**config.mk**
```make
export PLATFORM = sky130hd
export DESIGN_NAME = cfo_out_path
export DESIGN_NICKNAME = d
export VERILOG_FILES = /design/src/cfo_pkg.sv /design/src/cfo_skid.sv /design/src/cfo_out_path.sv
export SDC_FILE = /design/constraint.sdc
export NUM_CORES = 1
export LEC_CHECK = 0
export ABC_AREA = 1
export ABC_CLOCK_PERIOD_IN_PS = 2100
export BUFFER_PORTS_ARGS = -buffer_cell sky130_fd_sc_hd__buf_2
export CORE_MARGIN = 5
export CORE_UTILIZATION = 45
export CTS_CLUSTER_DIAMETER = 200
export DETAILED_ROUTE_END_ITERATION = 8
export MAX_ROUTING_LAYER = met4
export REMOVE_ABC_BUFFERS = 1
export SLEW_MARGIN = 20
export SYNTH_ARGS = -nofsm -noshare
export SYNTH_HDL_FRONTEND = slang
export SYNTH_SLANG_ARGS = --single-unit
export TNS_END_PERCENT = 1
```
**constraint.sdc**
```tcl
create_clock -name i_sys_clk -period 2.1 [get_ports i_sys_clk]
set_input_delay 0.105 -clock i_sys_clk [delete_from_list [all_inputs] [get_ports i_sys_clk]]
set_output_delay 0.105 -clock i_sys_clk [all_outputs]
set_load 0.005 [all_outputs]
```
**src/cfo_pkg.sv**
```systemverilog
// Constants and types shared by the converter output path.
`default_nettype none
package cfo_pkg;
  localparam int unsigned DATA_W      = 10;  // Sample width
  localparam int unsigned LAT_CDS     = 10;  // Acquire-to-output, correlated
  localparam int unsigned LAT_DIRECT  = 9;   // Acquire-to-output, direct
  localparam int unsigned PIPE_DEPTH  = 10;  // Longest latency
  localparam int unsigned OB_FIRST    = 5;   // First cycle of black window
  localparam int unsigned OB_LAST     = 12;  // Last cycle of black window
  localparam int unsigned OB_SAMPLES  = 8;   // Samples averaged
  localparam int unsigned OB_SHIFT    = 3;   // log2 of OB_SAMPLES
  localparam int unsigned CLAMP_W     = 7;   // Clamp code width
  localparam int unsigned SH_SEL_W    = 4;   // Black S/H bandwidth field
  localparam int unsigned AMP_SEL_W   = 2;   // Amplifier bandwidth field
  localparam logic [9:0]  RST_CLAMP   = 10'h000; // Clamp reference at reset
  // Black-window tracking state
  typedef enum logic [1:0] {
    CFO_OB_IDLE = 2'b00,
    CFO_OB_WAIT = 2'b01,
    CFO_OB_SUM  = 2'b10
  } cfo_ob_t;
endpackage : cfo_pkg
`default_nettype wire

```
**src/cfo_skid.sv**
```systemverilog
// Two-entry buffer with valid/ready on both sides.
`default_nettype none
module cfo_skid (
  input  wire logic                     i_sys_clk,
  input  wire logic                     i_reset_n,
  input  wire logic                     i_valid,
  output logic                          o_ready,
  input  wire logic [cfo_pkg::DATA_W-1:0] i_data,
  output logic                          o_valid,
  input  wire logic                     i_ready,
  output logic [cfo_pkg::DATA_W-1:0]    o_data
);
  // Whole buffer state in one struct
  typedef struct packed {
    logic [1:0]                  cnt;  // Words held
    logic [cfo_pkg::DATA_W-1:0]  e0;   // Head entry
    logic [cfo_pkg::DATA_W-1:0]  e1;   // Second entry
  } cfo_skid_t;
  cfo_skid_t st, next_st;
  logic push, pop;

  // Full still takes a word when the head leaves in the same cycle, so a
  // one-cycle stall by the receiver loses nothing
  assign o_ready = (st.cnt != 2'd2) || i_ready;
  assign o_valid = (st.cnt != 2'd0);
  assign o_data  = st.e0;
  assign push    = i_valid && o_ready;
  assign pop     = o_valid && i_ready;

  // Shift out at the head, append at the tail
  always_comb begin
    next_st = st;
    if (pop) begin
      next_st.e0 = st.e1;
      next_st.cnt = st.cnt - 2'd1;
    end
    if (push) begin
      if (next_st.cnt == 2'd0) begin
        next_st.e0 = i_data;
      end else begin
        next_st.e1 = i_data;
      end
      next_st.cnt = next_st.cnt + 2'd1;
    end
  end

  // Register the state
  always_ff @(posedge i_sys_clk) begin
    if (!i_reset_n) begin
      st <= '0;
    end else begin
      st <= next_st;
    end
  end
endmodule : cfo_skid
`default_nettype wire

```
**src/cfo_out_path.sv**
```systemverilog
// Converter output path: pipeline, black clamp, coding and tri-state.
`default_nettype none
module cfo_out_path (
  input  wire logic                          i_sys_clk,
  input  wire logic                          i_reset_n,
  input  wire logic                          i_direct_mode,
  input  wire logic [cfo_pkg::DATA_W-1:0]    i_conv_sample,
  input  wire logic                          i_optical_black_pulse,
  input  wire logic                          i_pre_blanking_input,
  input  wire logic [cfo_pkg::CLAMP_W-1:0]   i_clamp_code,
  input  wire logic                          i_gray_code_test_select,
  input  wire logic                          i_top_bit_invert,
  input  wire logic                          i_lower_bits_invert,
  input  wire logic                          i_output_disable_pin,
  input  wire logic [cfo_pkg::SH_SEL_W-1:0]  i_black_sh_bandwidth_sel,
  input  wire logic [cfo_pkg::AMP_SEL_W-1:0] i_amp_bandwidth_sel,
  input  wire logic                          i_low_power_select,
  input  wire logic                          i_ready,
  output logic                               o_valid,
  output logic [cfo_pkg::DATA_W-1:0]         o_data,
  output logic [cfo_pkg::DATA_W-1:0]         o_data_oe_n,
  output logic [cfo_pkg::DATA_W-1:0]         o_clamp_ref,
  output logic [cfo_pkg::SH_SEL_W-1:0]       o_sh_time_const,
  output logic [cfo_pkg::AMP_SEL_W:0]        o_amp_setting,
  output logic                               o_amp_cfg_error,
  output logic                               o_in_ready
);
  localparam int unsigned W = cfo_pkg::DATA_W;

  // All state of the module
  typedef struct packed {
    logic [1:0]                    dis_sync;   // Disable pin synchroniser
    logic [1:0]                    obp_sync;   // Black pulse synchroniser
    logic [1:0]                    pbl_sync;   // Pre-blank synchroniser
    logic                          obp_prev;   // For edge detection
    logic [cfo_pkg::PIPE_DEPTH-1:0][W-1:0] pipe; // Converter pipeline
    cfo_pkg::cfo_ob_t              ob_state;   // Black window tracking
    logic [3:0]                    ob_cnt;     // Cycle count after pulse
    logic [W+2:0]                  ob_sum;     // Running black sum
    logic [W-1:0]                  clamp;      // Averaged clamp reference
    logic [W-1:0]                  coded;      // Word offered to buffer
    logic                          coded_vld;  // Word offered is valid
    logic [3:0]                    warm;       // Edges since reset
  } cfo_st_t;
  cfo_st_t st, next_st;

  logic          buf_ready;  // Buffer can accept
  logic [W-1:0]  buf_data;   // Buffer head
  logic [W-1:0]  tap;        // Pipeline tap for current mode
  logic [W-1:0]  word;       // Coded word before buffer
  logic          obp_rise;   // Black pulse edge

  // Direct mode taps one stage earlier than correlated mode
  assign tap = i_direct_mode ? st.pipe[cfo_pkg::LAT_DIRECT-2]
                             : st.pipe[cfo_pkg::LAT_CDS-2];
  assign obp_rise = st.obp_sync[1] && !st.obp_prev;

  // Output coding: clamp, Gray, inversion
  always_comb begin
    word = tap;
    if (st.pbl_sync[1]) begin
      // Blanking ignores both coding and polarity settings
      word = W'(i_clamp_code);
    end else begin
      if (i_gray_code_test_select) begin
        word = tap ^ (tap >> 1);
      end
      if (i_top_bit_invert) begin
        word[W-1] = ~word[W-1];
      end
      if (i_lower_bits_invert) begin
        word[W-2:0] = ~word[W-2:0];
      end
    end
  end

  // Next-state logic for the whole path
  always_comb begin
    next_st = st;
    next_st.dis_sync = {st.dis_sync[0], i_output_disable_pin};
    next_st.obp_sync = {st.obp_sync[0], i_optical_black_pulse};
    next_st.pbl_sync = {st.pbl_sync[0], i_pre_blanking_input};
    next_st.obp_prev = st.obp_sync[1];
    // Edges since reset, held at the pipeline depth for the checks
    if (st.warm != 4'(cfo_pkg::PIPE_DEPTH)) begin
      next_st.warm = st.warm + 4'd1;
    end
    // Capture on every rising edge, acquisition is stage zero
    next_st.pipe[0] = i_conv_sample;
    for (int k = 1; k < cfo_pkg::PIPE_DEPTH; k++) begin
      next_st.pipe[k] = st.pipe[k-1];
    end
    next_st.coded = word;
    next_st.coded_vld = 1'b1;
    // Black window: cycles OB_FIRST..OB_LAST after the pulse
    case (st.ob_state)
      cfo_pkg::CFO_OB_IDLE: begin
        if (obp_rise) begin
          next_st.ob_cnt = 4'd1;
          next_st.ob_sum = '0;
          next_st.ob_state = cfo_pkg::CFO_OB_WAIT;
        end
      end
      cfo_pkg::CFO_OB_WAIT: begin
        next_st.ob_cnt = st.ob_cnt + 4'd1;
        if (st.ob_cnt == 4'(cfo_pkg::OB_FIRST - 1)) begin
          next_st.ob_state = cfo_pkg::CFO_OB_SUM;
        end
      end
      cfo_pkg::CFO_OB_SUM: begin
        next_st.ob_cnt = st.ob_cnt + 4'd1;
        next_st.ob_sum = st.ob_sum + {3'h0, i_conv_sample};
        if (st.ob_cnt == 4'(cfo_pkg::OB_LAST)) begin
          // Eight samples in: divide by shifting
          next_st.clamp = W'((st.ob_sum + {3'h0, i_conv_sample})
                              >> cfo_pkg::OB_SHIFT);
          next_st.ob_state = cfo_pkg::CFO_OB_IDLE;
        end
      end
      default: begin
        next_st.ob_state = cfo_pkg::CFO_OB_IDLE;
      end
    endcase
  end

  // Single register for all state
  always_ff @(posedge i_sys_clk) begin
    if (!i_reset_n) begin
      st <= '0;
      st.clamp <= cfo_pkg::RST_CLAMP;
    end else begin
      st <= next_st;
    end
  end

  // Two-entry buffer between coder and capturing processor; coder ignores its ready, so only the first stall cycle is absorbed
  cfo_skid u_skid (
    .i_sys_clk (i_sys_clk),
    .i_reset_n (i_reset_n),
    .i_valid   (st.coded_vld),
    .o_ready   (buf_ready),
    .i_data    (st.coded),
    .o_valid   (o_valid),
    .i_ready   (i_ready),
    .o_data    (buf_data)
  );

  assign o_in_ready = buf_ready;
  assign o_data = buf_data;
  // Disable pin gates enables only; pipeline keeps running
  assign o_data_oe_n = {W{st.dis_sync[1]}};
  assign o_clamp_ref = st.clamp;
  // Field passed as-is: code zero widest, all ones narrowest
  assign o_sh_time_const = i_black_sh_bandwidth_sel;
  assign o_amp_setting = {i_low_power_select, i_amp_bandwidth_sel};
  // Both-low field is not a legal setting, flag it
  assign o_amp_cfg_error = (i_amp_bandwidth_sel == 2'b00);
endmodule : cfo_out_path
`default_nettype wire

```
# Word-level counts from Yosys, hierarchy flattened
# Cells that the tools add are included.
[totals] regBits=163 latch_bits=0 ram_bits=0 mem_bits_ro=0 input_bits=34 output_inout_bits=40 word_cells=79 mem_count=0
[classes] n_addsub=5 mul=0 div_mod_pow=0 magnitude_cmp=0 n_eq_ne=9 shift=0 muxes=18 bitwise_logic=5 n_reduce_logical=18
[ops] operator="$mux 10" n=5
[ops] operator="$pmux 13 s2" n=1
[ops] operator="$mux 22" n=1
[ops] operator="$mux 19" n=1
[ops] operator="$add 13x10->13" n=1
[ops] operator="$mux 12" n=1
[ops] operator="$xor 10x9->10" n=1
[ops] operator="$mux 9" n=1
[ops] operator="$not 9->9" n=1
[ops] operator="$add 4x1->4 const B" n=2
[ops] operator="$ne 2x2->1 const B" n=4
[ops] operator="$pmux 4 s2" n=1
[ops] operator="$reduce_and 2->1" n=4
[ops] operator="$mux 7" n=1
[ops] operator="$logic_not 2->1" n=3
[ops] operator="$pmux 2 s3" n=1
[ops] operator="$reduce_bool 2->1" n=3
[ops] operator="$mux 5" n=1
[ops] operator="$eq 4x3->1 const B" n=1
[ops] operator="$eq 4x4->1 const B" n=1
[ops] operator="$mux 2" n=2
[ops] operator="$mux 4" n=1
[ops] operator="$ne 4x4->1 const B" n=1
[ops] operator="$reduce_or 2->1" n=2
[ops] operator="10 further kinds" n=14

# Logic depth before layout (Yosys ltp)
# Gate-level depths: netlist of run 1.
[depth] word_depth=7 mapped_depth=13

# Hierarchy
# Synthesis of run 1 repeated with hierarchy kept, for this count alone.
[unflattened] hier_cells=934 hier_area_um2=6792.8
[by_module_without_submodules] mod="cfo_out_path" n_inst=1 cells_per_inst=746 area_each_um2=5596.6 seq_area_each_um2=2742.6
[by_module_without_submodules] mod="cfo_skid" n_inst=1 cells_per_inst=188 area_each_um2=1196.1 seq_area_each_um2=440.4

# Worst setup path before layout of run 1
# OpenSTA, ideal clock, no wires.
[synth_timing] path_type="register -> register" startpoint="register u_skid.st[20] (netlist bit)" endpoint="register u_skid.st[0] (netlist bit)" arrival_ps=1724 required_ps=1972 path_slack_ps=248 path_stages_with_launch=12 period_less_slack_ps=1852 path_cell_list="dfxtp_1 inv_1 ha_1 inv_1 nand2_1 buf_2 a21oi_1 ha_1 inv_1 nand3_1 clkbuf_1 a21oi_1"
[synth_via] elab_chain_len=6 elab_cells_between_ends=10
[synth_lines] element="start, declared" line="cfo_skid.sv:19" source="cfo_skid_t st, next_st;"
[synth_lines] element="start signal, assigned" line="cfo_skid.sv:52" source="st <= next_st;"
[synth_lines] element="$reduce_bool 2->1" line="cfo_skid.sv:25" source="assign o_valid = (st.cnt != 2'd0);"
[synth_lines] element="via o_valid" line="cfo_out_path.sv:19" source="output logic o_valid,"
[synth_lines] element="$logic_and 1x1->1" line="cfo_skid.sv:28" source="assign pop = o_valid && i_ready;"
[synth_lines] element="$mux 12" line="cfo_skid.sv:33" source="if (pop) begin"
[synth_lines] element="$logic_not 2->1" line="cfo_skid.sv:38" source="if (next_st.cnt == 2'd0) begin"
[synth_lines] element="$not 1->1 (no line)"
[synth_lines] element="$reduce_and 2->1 (no line)"
# The timed path passes the listed nets, and every way through them passes these cells.
# A chain may end at the register's enable or synchronous reset.

# Worst setup path after layout of run 1
[layout_timing] startpoint="input i_conv_sample[0] (netlist bit)" endpoint="register st[31] (netlist bit)"
[layout_via] elab_chain_len=2
[layout_lines] element="start, declared" line="cfo_out_path.sv:7" source="input wire logic [cfo_pkg::DATA_W-1:0] i_conv_sample,"
[layout_lines] element="$add 13x10->13" line="cfo_out_path.sv:112" source="next_st.ob_sum = st.ob_sum + {3'h0, i_conv_sample};"
[layout_lines] element="$pmux 13 s2" line="cfo_out_path.sv:96" source="case (st.ob_state)"
[layout_lines] element="end signal, assigned" line="cfo_out_path.sv:132" source="st <= next_st;"
[layout_lines] element="end, declared" line="cfo_out_path.sv:45" source="cfo_st_t st, next_st;"
# No other way between the ends.

==> metrics.sh, run 1 <==
OUTCOME='finished clean'
YS_FF_LATCH=159
PLACEMENT_ROWS=44
CRITICAL-PATH-TOP-CELL-BY-COUNT='sky130_fd_sc_hd__nand2_2'
DETAILED_PLACE_HPWL_UM=7710
FINAL.SETUP_SKEW_PS=7.83
POST_DRT_WL_PER_CELL_UM=9.99
POWER.SHARE.SEQUENTIAL=0.438
WORSTHOLDSTART='i_clamp_code[6]'
TIMING.CRITICAL_PATH.SLOWEST_CELL_DELAY_PS=530
VDD_IR_DROP_MAX_mV=0.614
INTERNAL_POWER_mW=5.61
CHIPWIDTH_UM=131
POSTSYNTH.ASYNCRESETSHARE=0
SYNTHESIS.AREA_PER_INSTANCE_UM2=7.47
POST_DRT_VIA_CELL_RATIO=4.27
STARTPOINT_TYPE='primary input'
FINALNONFILLERCELLS=1125
POST_ROUTE_CELLS_DRIVE_ABOVE_1_SHARE=0.131
CRITPATHKIND='primary input to flip-flop'
ROUTE.VIAS.TOTAL=4806
TOP_LEVEL_PORTS=74
LEAKAGE_nW=4.26
CTS_NUM_SINKS=159
FLOORPLAN.DIE.HEIGHT_UM=131
N_ANTENNA_CELL=0
REQUIRED_PS=2450
WORST_R2R_PATH_DEPTH=11
POWER.SHARE.SWITCHING=0.267
CLOCKROOTBUFFER='sky130_fd_sc_hd__clkbuf_16'
PLACE.GP.CONGESTION=0.845
FINALCRITICALPERIOD_PS=1840
POWER.DENSITY_mW_PER_MM2=1010
RSZ0062_AT_GRT='false'
GRT_USAGE=0.143
CRITICAL_PATH.REG2REG.ENDPOINT='u_skid.o_data[4]'
REPORT.FINAL.HOLD_VIOL_COUNT=0
DRC_MARKER_COUNT_FROM_THE_FIRST_DETAILED_ROUTE_ITERATION=220
GLOBALROUTEOVERFLOWTOTAL=0
HOLDPATHEND='st[11]'
CP_MAX_FANOUT=4
CTS_TREE='done'
FINAL-SETUP-VIOL-COUNT=0
OVERALL_ROUTED_NET_LENGTH_UM=11200
SYNTH.YOSYS.WARNINGS=0
SEQUENTIAL_CELL_AREA_MM2=0.00318
SYNTHESIS.INSTANCES=885
POST_CTS_SIZING_COUNT=0
NUMPLACEDINSTANCES=1074
FINAL_MAX_SLEW_VIOL_COUNT=0
DRTPASS1ITERATIONS=4
TIMING.CRITICAL_PATH.ARRIVAL_PS=2190
DRTANTENNAVIOLNETS=0
YS.FLOP_TYPE='sky130_fd_sc_hd__dfxtp_1'
MULTI_INPUT_COMB_AREA_MM2=0.00229
MAX_FREQ_MHz=542
SETUP_TNS_PS=0
CRIT_PATH_SLOWEST_CELL='sky130_fd_sc_hd__dlygate4sd3_1'
NET_SWITCHING_mW=2.04
ANTENNA_FOUND_INITIAL=0
NUMCTSBUFFERS=17
YOSYS-TOP-CELLS-COUNT='sky130_fd_sc_hd__nand2_1 (215), sky130_fd_sc_hd__inv_1 (186), sky130_fd_sc_hd__dfxtp_1 (159)'
ROUTE.DETAILED.DRC=0
LARGEST_NET_DEGREE_AT_THE_START_OF_GLOBAL_ROUTING=109
NUM-NETS-FINAL=982
CP.BUFFERS_INVERTERS=4
HOLDCRITPATHCLASS='primary input to flip-flop'
INITIAL_UTILIZATION=0.457
POWER_FRAC_CLOCK=0.406
CORE-AREA_MM2=0.0145
VIAS_IN_THE_FIRST_GLOBAL_ROUTE=4495
CP_NUM_CELLS=13
CRITICAL_PATH.TOP_DELAY_FAMILY='buffers and inverters'
DIE-AREA_MM2=0.0172
SYNTH_AREA_LEADERS='sky130_fd_sc_hd__dfxtp_1 (48%), sky130_fd_sc_hd__nand2_1 (12%), sky130_fd_sc_hd__inv_1 (11%)'
FLOW.AREA_GROWTH_FROM_SYNTHESIS_PCT=15.0
CLKLATENCYLATEPIN_PS=420
MAX_SLEW_MARGIN=0.708
SYNTHDISTINCTLIBCELLS=30
YOSYS.AREA.TOP_TYPE='sky130_fd_sc_hd__dfxtp_1'
NFILLCELLS=1401
CLK_PIN_SLEW_WORST_PATHS_PS=60
YOSYSSEQAREASHARE=0.481
CP-END-KIND='flip-flop'
MAX-CAP-VIOLATIONS=0
CLOCK_H_TREE_LEVELS=4
SYNTHESIS.AREA_MM2=0.00662
CRITICAL_PATH.STARTPOINT='i_conv_sample[0]'
POWER_FRAC_COMB=0.157
REG_TO_REG_SLACK_SETUP_PS=270
TIMING.RR.START='u_skid.st[20]'
CTS_MAX_PATH_BUFFERS=2
SYNTHDOMINANTCELLAREASHARE=0.481
GRT_FIRST_PASS_WIRELENGTH_UM=20100
PATH_CELLS='dlygate4sd3_1 -> buf_2 -> ha_1 -> inv_1 -> fa_1 -> inv_1 -> nand3_1 -> nand2_2 -> nand2_2 -> nand2_2 -> xor2_1 -> nand2_1 -> a21oi_2'
POST-SYNTH-TOP-COUNT-CELL='sky130_fd_sc_hd__nand2_1'
EDFF_COUNT_SYNTH=0
FIN_CRIT_SH=0.878
PORT_BUFFERS=63
TIMING.HOLD.WORST_PATH_DEPTH=5
WORSTMARGINPINSLEW_PS=437
## per-stage QoR
step	power, mW	cell area (µm²)	utilization	worst slack [ps]	hold slack, ps
finish	7.66	7610	0.525	257	39.9
global route	8.12	7610	0.525	89.4	40.9
CTS	7.77	7610	0.525	243	3.70
detailed placement	4.60	6810	0.471	263	210
global placement	4.59	6810	0.471	338	210
floorplan	4.20	6190	-	-174	133
## layer usage
layer  up-vias  GRT usage  share of wire
met3        11     0.0505          0.048
met2        69      0.237           0.47
li1       2674          -              -
met5         -          -              0
met4         0     0.0387          0.011
met1      2052      0.164           0.47
## flip-flops by register name, indices dropped and copies added, names as in the netlist
name	flops
next_st	94
st	32
u_skid.st	12
o_clamp_ref	10
u_skid.o_data	10
o_data_oe_n	1
## worst register-to-register path: stages, from the launching register on
cell                      delay, ps
sky130_fd_sc_hd__dfxtp_1        340
sky130_fd_sc_hd__inv_1           60
sky130_fd_sc_hd__ha_1           190
sky130_fd_sc_hd__inv_1           60
sky130_fd_sc_hd__nand2_1        100
sky130_fd_sc_hd__xor2_1         230
sky130_fd_sc_hd__ha_1           180
sky130_fd_sc_hd__inv_1           50
sky130_fd_sc_hd__nor2_1         160
sky130_fd_sc_hd__buf_4          200
sky130_fd_sc_hd__o21ai_0        100
sky130_fd_sc_hd__nor2_1         110
## what timing repair did
| action | in CTS | in global routing |
|---|---|---|
| endpoints found under the hold margin | 19 | 0 |
| hold buffers | 19 | 0 |
| buffers inserted | 0 | 0 |
## power groups by stage
stage                     Clock [mW]  Sequential [mW]  Combinational, mW
after global routing            3.34             3.37               1.41
after CTS                       3.20             3.35               1.22
after floorplan                    0             3.40              0.795
final                           3.10             3.35               1.20
after detailed placement           0             3.42               1.18
after global placement             0             3.41               1.18
## final cells by class
cell class,instances,area share
flip-flops and latches,159,0.418
multi-input cells,469,0.301
inverters,191,0.0942
repair buffers,90,0.0763
clock buffers,18,0.0577
well taps,184,0.0303
clock inverters,14,0.0217
## how the worst max path moves through the flow
stage                            end
global placement    u_skid.o_data[7]
floorplan           u_skid.o_data[0]
detailed placement  u_skid.o_data[4]
global route        u_skid.o_data[4]
finish                        st[31]
CTS                 u_skid.o_data[4]
## kinds of logic (layout without fill, tap and decap cells)
kind of cell | Yosys count | count (layout) | synth area share
adder cells (fa/ha/maj) | 20 | 20 | 0.0390
XOR/XNOR | 20 | 20 | 0.0265
AND/OR/NAND/NOR | 328 | 328 | 0.197
buffers and inverters | 257 | 313 | 0.172
AO/OA/AOI/OAI | 101 | 101 | 0.0842
flip-flops | 159 | 159 | 0.481
## layout by cell type (no fill, tap or decap), drive strengths merged, types with 21 or more instances in the layout
cell type / count
dfxtp: 159
nand2: 221
nand3: 21
buf: 71
a21oi: 39
o21ai: 53
inv: 192
nor2: 75
(Power assumes the default switching activity.)
==> run 2, diff against run 1 <==
- CORE_UTILIZATION: 45 -> 58
- CTS_CLUSTER_SIZE: default -> 24
- PLACE_DENSITY: default -> 0.79
==> run 2 against run 1 <==
- sequential cell count unchanged
- core utilization increased by 14 points
- wire length decreased by 1.3%
- setup slack got worse by 8.2 ps
==> metrics.sh, run 2 (same netlist as run 1, synthesis figures left out) <==
DETAILED_PLACE_HPWL_UM=7530  # -2.3%
CLOCKROOTBUFFER='sky130_fd_sc_hd__clkbuf_16'
N_ANTENNA_CELL=0  # unchanged
OUTCOME='finished clean'
POST_CTS_SIZING_COUNT=0  # unchanged
STARTPOINT_TYPE='primary input'
CRITICAL_PATH.REG2REG.ENDPOINT='st[31]'
CRITPATHKIND='primary input to flip-flop'
MAX_FFS_PER_REGISTER=94  # unchanged
TIMING.HOLD.WORST_PATH_DEPTH=5  # unchanged
CLKLATENCYLATEPIN_PS=420  # about the same
TIMING.RR.START='st[25]'
ROUTE.DETAILED.DRC=0  # unchanged
ROUTE.VIAS.TOTAL=4931  # +2.6%
PLACE.GP.CONGESTION=0.878  # +3.9%
NUM-NETS-FINAL=983  # +0.10%
DRC_MARKER_COUNT_FROM_THE_FIRST_DETAILED_ROUTE_ITERATION=315  # +43%
MOST-COMMON-LAYOUT-CELLS='sky130_fd_sc_hd__nand2_1 (215), sky130_fd_sc_hd__inv_1 (186), sky130_fd_sc_hd__dfxtp_1 (159)'
POWER.DENSITY_mW_PER_MM2=1010  # +0.37%
CLOCK_H_TREE_LEVELS=4  # unchanged
DRTANTENNAVIOLNETS=0  # unchanged
SETUP_TNS_PS=0  # unchanged
PRE_CTS_WS_PS=261  # -1.71 ps
PLACEMENT_ROWS=39  # -11%
RSZ0062_AT_GRT='true'
CRITICAL_PATH.STARTPOINT='i_conv_sample[0]'
POST_ROUTE_CELLS_DRIVE_ABOVE_1_SHARE=0.130  # -0.00120
CLK_PIN_SLEW_WORST_PATHS_PS=60  # about the same
HOLDPATHEND='st[10]'
GRT_USAGE=0.183  # +0.0401
OVERALL_ROUTED_NET_LENGTH_UM=11100  # -1.3%
MAX-CAP-VIOLATIONS=0  # unchanged
FINALCRITICALPERIOD_PS=1850  # +8.24 ps
CTS_MAX_PATH_BUFFERS=2  # unchanged
CORE-AREA_MM2=0.0113  # -22%
GRT_FIRST_PASS_WIRELENGTH_UM=19300  # -4.2%
POST_DRT_WL_PER_CELL_UM=10.2  # +2.3%
GLOBALROUTEOVERFLOWTOTAL=0  # unchanged
WORSTHOLDSTART='i_clamp_code[5]'
POST_DRT_VIA_CELL_RATIO=4.54  # +6.4%
MOSTFREQUENTLAYOUTCELL='sky130_fd_sc_hd__nand2_1'
MAX_SLEW_MARGIN=0.710  # +0.00186
HOLDCRITPATHCLASS='primary input to flip-flop'
LEAKAGE_nW=4.26  # about the same
REPORT.FINAL.HOLD_VIOL_COUNT=0  # unchanged
TIMING.CRITICAL_PATH.ARRIVAL_PS=2200  # about the same
FLOORPLAN.DIE.HEIGHT_UM=117  # -11%
CTS_TREE='done'
NUMCTSBUFFERS=17  # unchanged
TIMING.FINAL.WS_SETUP_PS=248  # -8.24 ps
FINAL-SETUP-VIOL-COUNT=0  # unchanged
PORT_BUFFERS=63  # unchanged
VIAS_IN_THE_FIRST_GLOBAL_ROUTE=4600  # +2.3%
CP_MAX_FANOUT=4  # unchanged
LARGEST_NET_DEGREE_AT_THE_START_OF_GLOBAL_ROUTING=44  # -60%
REQUIRED_PS=2450  # about the same
FIN_CRIT_SH=0.882  # +0.00392
HOLDWS_PS=31.1  # -8.82 ps
WORST_R2R_PATH_DEPTH=11  # unchanged
MAX_FREQ_MHz=540  # -0.44%
FINAL_MAX_SLEW_VIOL_COUNT=0  # unchanged
INITIAL_UTILIZATION=0.584  # +0.127
VDD_IR_DROP_MAX_mV=0.769  # +25%
FINAL.SETUP_SKEW_PS=5.86  # -1.97 ps
WORSTMARGINPINSLEW_PS=434  # -3.27 ps
ANTENNA_FOUND_INITIAL=0  # unchanged
TOP_LEVEL_PORTS=74  # unchanged
REG_TO_REG_SLACK_SETUP_PS=260  # about the same
FLOW.AREA_GROWTH_FROM_SYNTHESIS_PCT=14.2
DRTPASS1ITERATIONS=4  # unchanged
DIE-AREA_MM2=0.0136  # -21%
CHIPWIDTH_UM=117  # -11%
CTS_NUM_SINKS=159  # unchanged
CP-END-KIND='flip-flop'
[run 2: cell count changes in the layout (fill, tap and decap cells not counted), sizes merged]
cell | previous run | this run
clkinv | 8 | 7
clkbuf | 18 | 22
buf | 71 | 72
inv | 192 | 190
clkinvlp | 2 | 1
[run 2: what timing repair did]
item / CTS / global route
setup buffers: 0 / 0
hold buffers: 19 / 0
setup endpoints to repair: 0 / 2
hold endpoints to repair: 19 / 0
[run 2: critical path, stage by stage]
cell and delay [ps]:
sky130_fd_sc_hd__dlygate4sd3_1 520, sky130_fd_sc_hd__buf_2 130, sky130_fd_sc_hd__ha_1 200, sky130_fd_sc_hd__inv_1 70
sky130_fd_sc_hd__fa_1 350, sky130_fd_sc_hd__inv_1 120, sky130_fd_sc_hd__nand3_1 90, sky130_fd_sc_hd__nand2_2 130
sky130_fd_sc_hd__nand2_2 60, sky130_fd_sc_hd__nand2_2 50, sky130_fd_sc_hd__xor2_1 170, sky130_fd_sc_hd__nand2_1 80
sky130_fd_sc_hd__a21oi_2 120
[run 2: cell type report]
| type | count | area (µm²) |
|---|---|---|
| Fill cell | 947 | 3760 |
| Sequential cell | 159 | 3180 |
| Multi-Input combinational cell | 469 | 2290 |
| Inverter | 191 | 717 |
| Timing Repair Buffer | 91 | 576 |
| Clock buffer | 22 | 474 |
| Tap cell | 143 | 179 |
| Clock inverter | 10 | 135 |
[run 2: routing by layer]
layer / up-vias / global-route usage / part of all wire
met5: - / - / 0
met4: 0 / 0.0566 / 0.011
met3: 14 / 0.0576 / 0.050
met2: 99 / 0.317 / 0.50
met1: 2140 / 0.201 / 0.44
li1: 2678 / - / -
[run 2: report_power, final]
part / switching (mW) / leakage [nW] / total, mW / internal, mW
registers: 0.0945 / 1.30 / 3.34 / 3.25
logic: 0.742 / 2.67 / 1.20 / 0.457
clock network: 1.13 / 0.300 / 3.09 / 1.96
[run 2: per-stage QoR]
step                      area [µm²]  power [mW]  std cells   util
after global routing            7560        8.09       1085  0.668
after global placement          6760        4.54       1034  0.597
final                           7560        7.63       1085  0.668
after CTS                       7560        7.71       1085  0.668
after detailed placement        6760        4.57       1034  0.597
after floorplan                 6190        4.20        819      -
[run 2: worst max path at each step]
stage	slack, ps	endpoint	cells past startpoint
floorplan	-170	u_skid.o_data[0]	11
global placement	340	u_skid.o_data[6]	11
detailed placement	260	st[31]	11
CTS	250	st[31]	11
global route	-20	u_skid.o_data[2]	11
finish	250	st[31]	13
==> run 3, diff against run 2 <==
- CORE_MARGIN: 5 -> 2
==> run 3 against run 2 <==
- count of clock-buffer cells in the layout fell by 2
- design area fell by 1.1%
- sequential power barely moved
- clock power fell by 5%
- wire length rose by 4.0%
- global-route usage rose by 2.2 points
- clock skew rose by 0.51 ps
- sequential cell count did not move
- maximum frequency fell by 4.0%
- via count rose by 0.85%
- combinational power barely moved
==> metrics.sh, run 3 (same netlist as run 1, synthesis figures left out) <==
TIMING.CRITICAL_PATH.ARRIVAL_PS=2220  # +20 ps
MULTI_INPUT_COMB_AREA_MM2=0.00229  # unchanged
FINAL_UTIL=0.680  # +0.0129
VIAS_IN_THE_FIRST_GLOBAL_ROUTE=4653  # +1.2%
FIN_CRIT_SH=0.918  # +0.0365
TIMING.FINAL.WS_SETUP_PS=172  # -76.6 ps
GRT_FIRST_PASS_WIRELENGTH_UM=20000  # +3.9%
CRITPATHKIND='flip-flop to flip-flop'
LARGEST_NET_DEGREE_AT_THE_START_OF_GLOBAL_ROUTING=51  # +16%
OVERALL_ROUTED_NET_LENGTH_UM=11500  # +4.0%
CLOCKROOTBUFFER='sky130_fd_sc_hd__clkbuf_16'
SEQUENTIAL_CELL_AREA_MM2=0.00318  # unchanged
NUM-NETS-FINAL=978  # -0.51%
CHIPWIDTH_UM=111  # -5.1%
HOLDCRITPATHCLASS='primary input to flip-flop'
CLKLATENCYLATEPIN_PS=410  # about the same
GRT_USAGE=0.205  # +0.0219
LEAKAGE_nW=4.20  # -1.4%
MOSTFREQUENTLAYOUTCELL='sky130_fd_sc_hd__nand2_1'
FINALCRITICALPERIOD_PS=1930  # +76.6 ps
CLK_PIN_SLEW_WORST_PATHS_PS=60  # about the same
ANTENNA_FOUND_INITIAL=0  # unchanged
FINAL_MAX_SLEW_VIOL_COUNT=0  # unchanged
REPORT.FINAL.HOLD_VIOL_COUNT=0  # unchanged
CORE-AREA_MM2=0.0110  # -3.0%
MOST-COMMON-LAYOUT-CELLS='sky130_fd_sc_hd__nand2_1 (215), sky130_fd_sc_hd__inv_1 (186), sky130_fd_sc_hd__dfxtp_1 (159)'
POST_ROUTE_CELLS_DRIVE_ABOVE_1_SHARE=0.127  # -0.00251
REQUIRED_PS=2390  # -60 ps
FLOORPLAN.DIE.HEIGHT_UM=111  # -5.1%
CTS_NUM_SINKS=159  # unchanged
VDD_IR_DROP_MAX_mV=0.721  # -6.2%
FINAL.SETUP_SKEW_PS=6.37  # +0.510 ps
DETAILED_PLACE_HPWL_UM=7470  # -0.78%
CTS_TREE='done'
PLACEMENT_ROWS=38  # -2.6%
DRTPASS1ITERATIONS=4  # unchanged
ROUTE.DETAILED.DRC=0  # unchanged
CTS_MAX_PATH_BUFFERS=2  # unchanged
CP-END-KIND='flip-flop'
RSZ0062_AT_GRT='false'
POST_DRT_WL_PER_CELL_UM=10.7  # +4.8%
POWER.DENSITY_mW_PER_MM2=1000  # -0.74%
CP_MAX_FANOUT=20  # +16
MAX_FFS_PER_REGISTER=94  # unchanged
MAX-CAP-VIOLATIONS=0  # unchanged
CLOCK_H_TREE_LEVELS=4  # unchanged
DIE-AREA_MM2=0.0123  # -10%
PORT_BUFFERS=63  # unchanged
NUMCTSBUFFERS=17  # unchanged
PRE_CTS_WS_PS=247  # -13.9 ps
GLOBALROUTEOVERFLOWTOTAL=0  # unchanged
POST_DRT_VIA_CELL_RATIO=4.62  # +1.6%
FINAL-SETUP-VIOL-COUNT=0  # unchanged
HOLDWS_PS=9.27  # -21.8 ps
DRC_MARKER_COUNT_FROM_THE_FIRST_DETAILED_ROUTE_ITERATION=314  # -0.32%
N_ANTENNA_CELL=0  # unchanged
MAX_FREQ_MHz=519  # -4.0%
MAX_SLEW_MARGIN=0.706  # -0.00446
DRTANTENNAVIOLNETS=0  # unchanged
TOP_LEVEL_PORTS=74  # unchanged
STARTPOINT_TYPE='flip-flop'
INITIAL_UTILIZATION=0.602  # +0.0180
NFILLCELLS=879  # -7.2%
ROUTE.VIAS.TOTAL=4973  # +0.85%
OUTCOME='finished clean'
PLACE.GP.CONGESTION=0.941  # +7.2%
FLOW.AREA_GROWTH_FROM_SYNTHESIS_PCT=13.0
WORSTMARGINPINSLEW_PS=441  # +7.17 ps
-- run 3: cell count changes in the layout (fill, tap and decap cells not counted) --
cell	previous run	this run
sky130_fd_sc_hd__clkinvlp_4	1	5
sky130_fd_sc_hd__clkbuf_8	3	0
sky130_fd_sc_hd__clkinv_2	4	1
sky130_fd_sc_hd__dlygate4sd3_1	19	16
sky130_fd_sc_hd__buf_4	10	8
sky130_fd_sc_hd__bufinv_16	3	2
sky130_fd_sc_hd__clkbuf_1	2	3
sky130_fd_sc_hd__clkinv_4	2	3
sky130_fd_sc_hd__inv_6	0	1
-- run 3: worst max-delay path: stages, from the launching register on --
cell and delay (ps):
sky130_fd_sc_hd__dfxtp_1 350, sky130_fd_sc_hd__inv_1 70, sky130_fd_sc_hd__ha_1 190, sky130_fd_sc_hd__inv_1 60, sky130_fd_sc_hd__nand2_1 100, sky130_fd_sc_hd__xor2_1 190
sky130_fd_sc_hd__ha_1 210, sky130_fd_sc_hd__inv_1 70, sky130_fd_sc_hd__nand3_1 70, sky130_fd_sc_hd__buf_4 190, sky130_fd_sc_hd__o21ai_0 240, sky130_fd_sc_hd__a21oi_1 60
-- run 3: final cells by class --
type,count,area share
flip-flops and latches,159,0.426
multi-input cells,469,0.307
inverters,191,0.0959
repair buffers,86,0.0710
clock buffers,20,0.0584
well taps,140,0.0234
clock inverters,12,0.0184
-- run 3: metrics by stage --
| step | TNS (ps) | instances | cell area [µm²] | power [mW] |
|---|---|---|---|---|
| after global placement | 0 | 1029 | 6740 | 4.54 |
| final | 0 | 1077 | 7470 | 7.49 |
| after CTS | 0 | 1077 | 7470 | 7.56 |
| after detailed placement | 0 | 1029 | 6740 | 4.57 |
| after global routing | 0 | 1077 | 7470 | 7.89 |
| after floorplan | -2740 | 819 | 6190 | 4.20 |
-- run 3: power by group --
| part | internal [mW] | switching, mW |
|---|---|---|
| registers | 3.25 | 0.0966 |
| clock network | 1.75 | 1.20 |
| logic | 0.451 | 0.746 |
| total | 5.45 | 2.04 |
-- run 3: routing by layer --
metal / up-vias / track usage / routed length, µm
met5: - / - / 0
met4: 0 / 0.0758 / 159
met3: 12 / 0.0569 / 479
met2: 98 / 0.362 / 5830
met1: 2195 / 0.220 / 5060
li1: 2668 / - / -
-- run 3: repair_timing --
item,CTS,global route
hold buffers,16,0
hold endpoints to repair,16,0
gates resized for setup,0,0
setup endpoints to repair,0,0
buffers inserted,0,0
-- run 3: path summary, 6_finish.rpt --
check,from,end,slack (ps),depth (start not counted)
setup / recovery,u_skid.st[20],u_skid.st[1],170,11
hold / removal,i_clamp_code[0],st[5],9,3
setup reg to reg,u_skid.st[20],u_skid.st[1],170,11
hold reg to reg,next_st[62],next_st[72],410,2
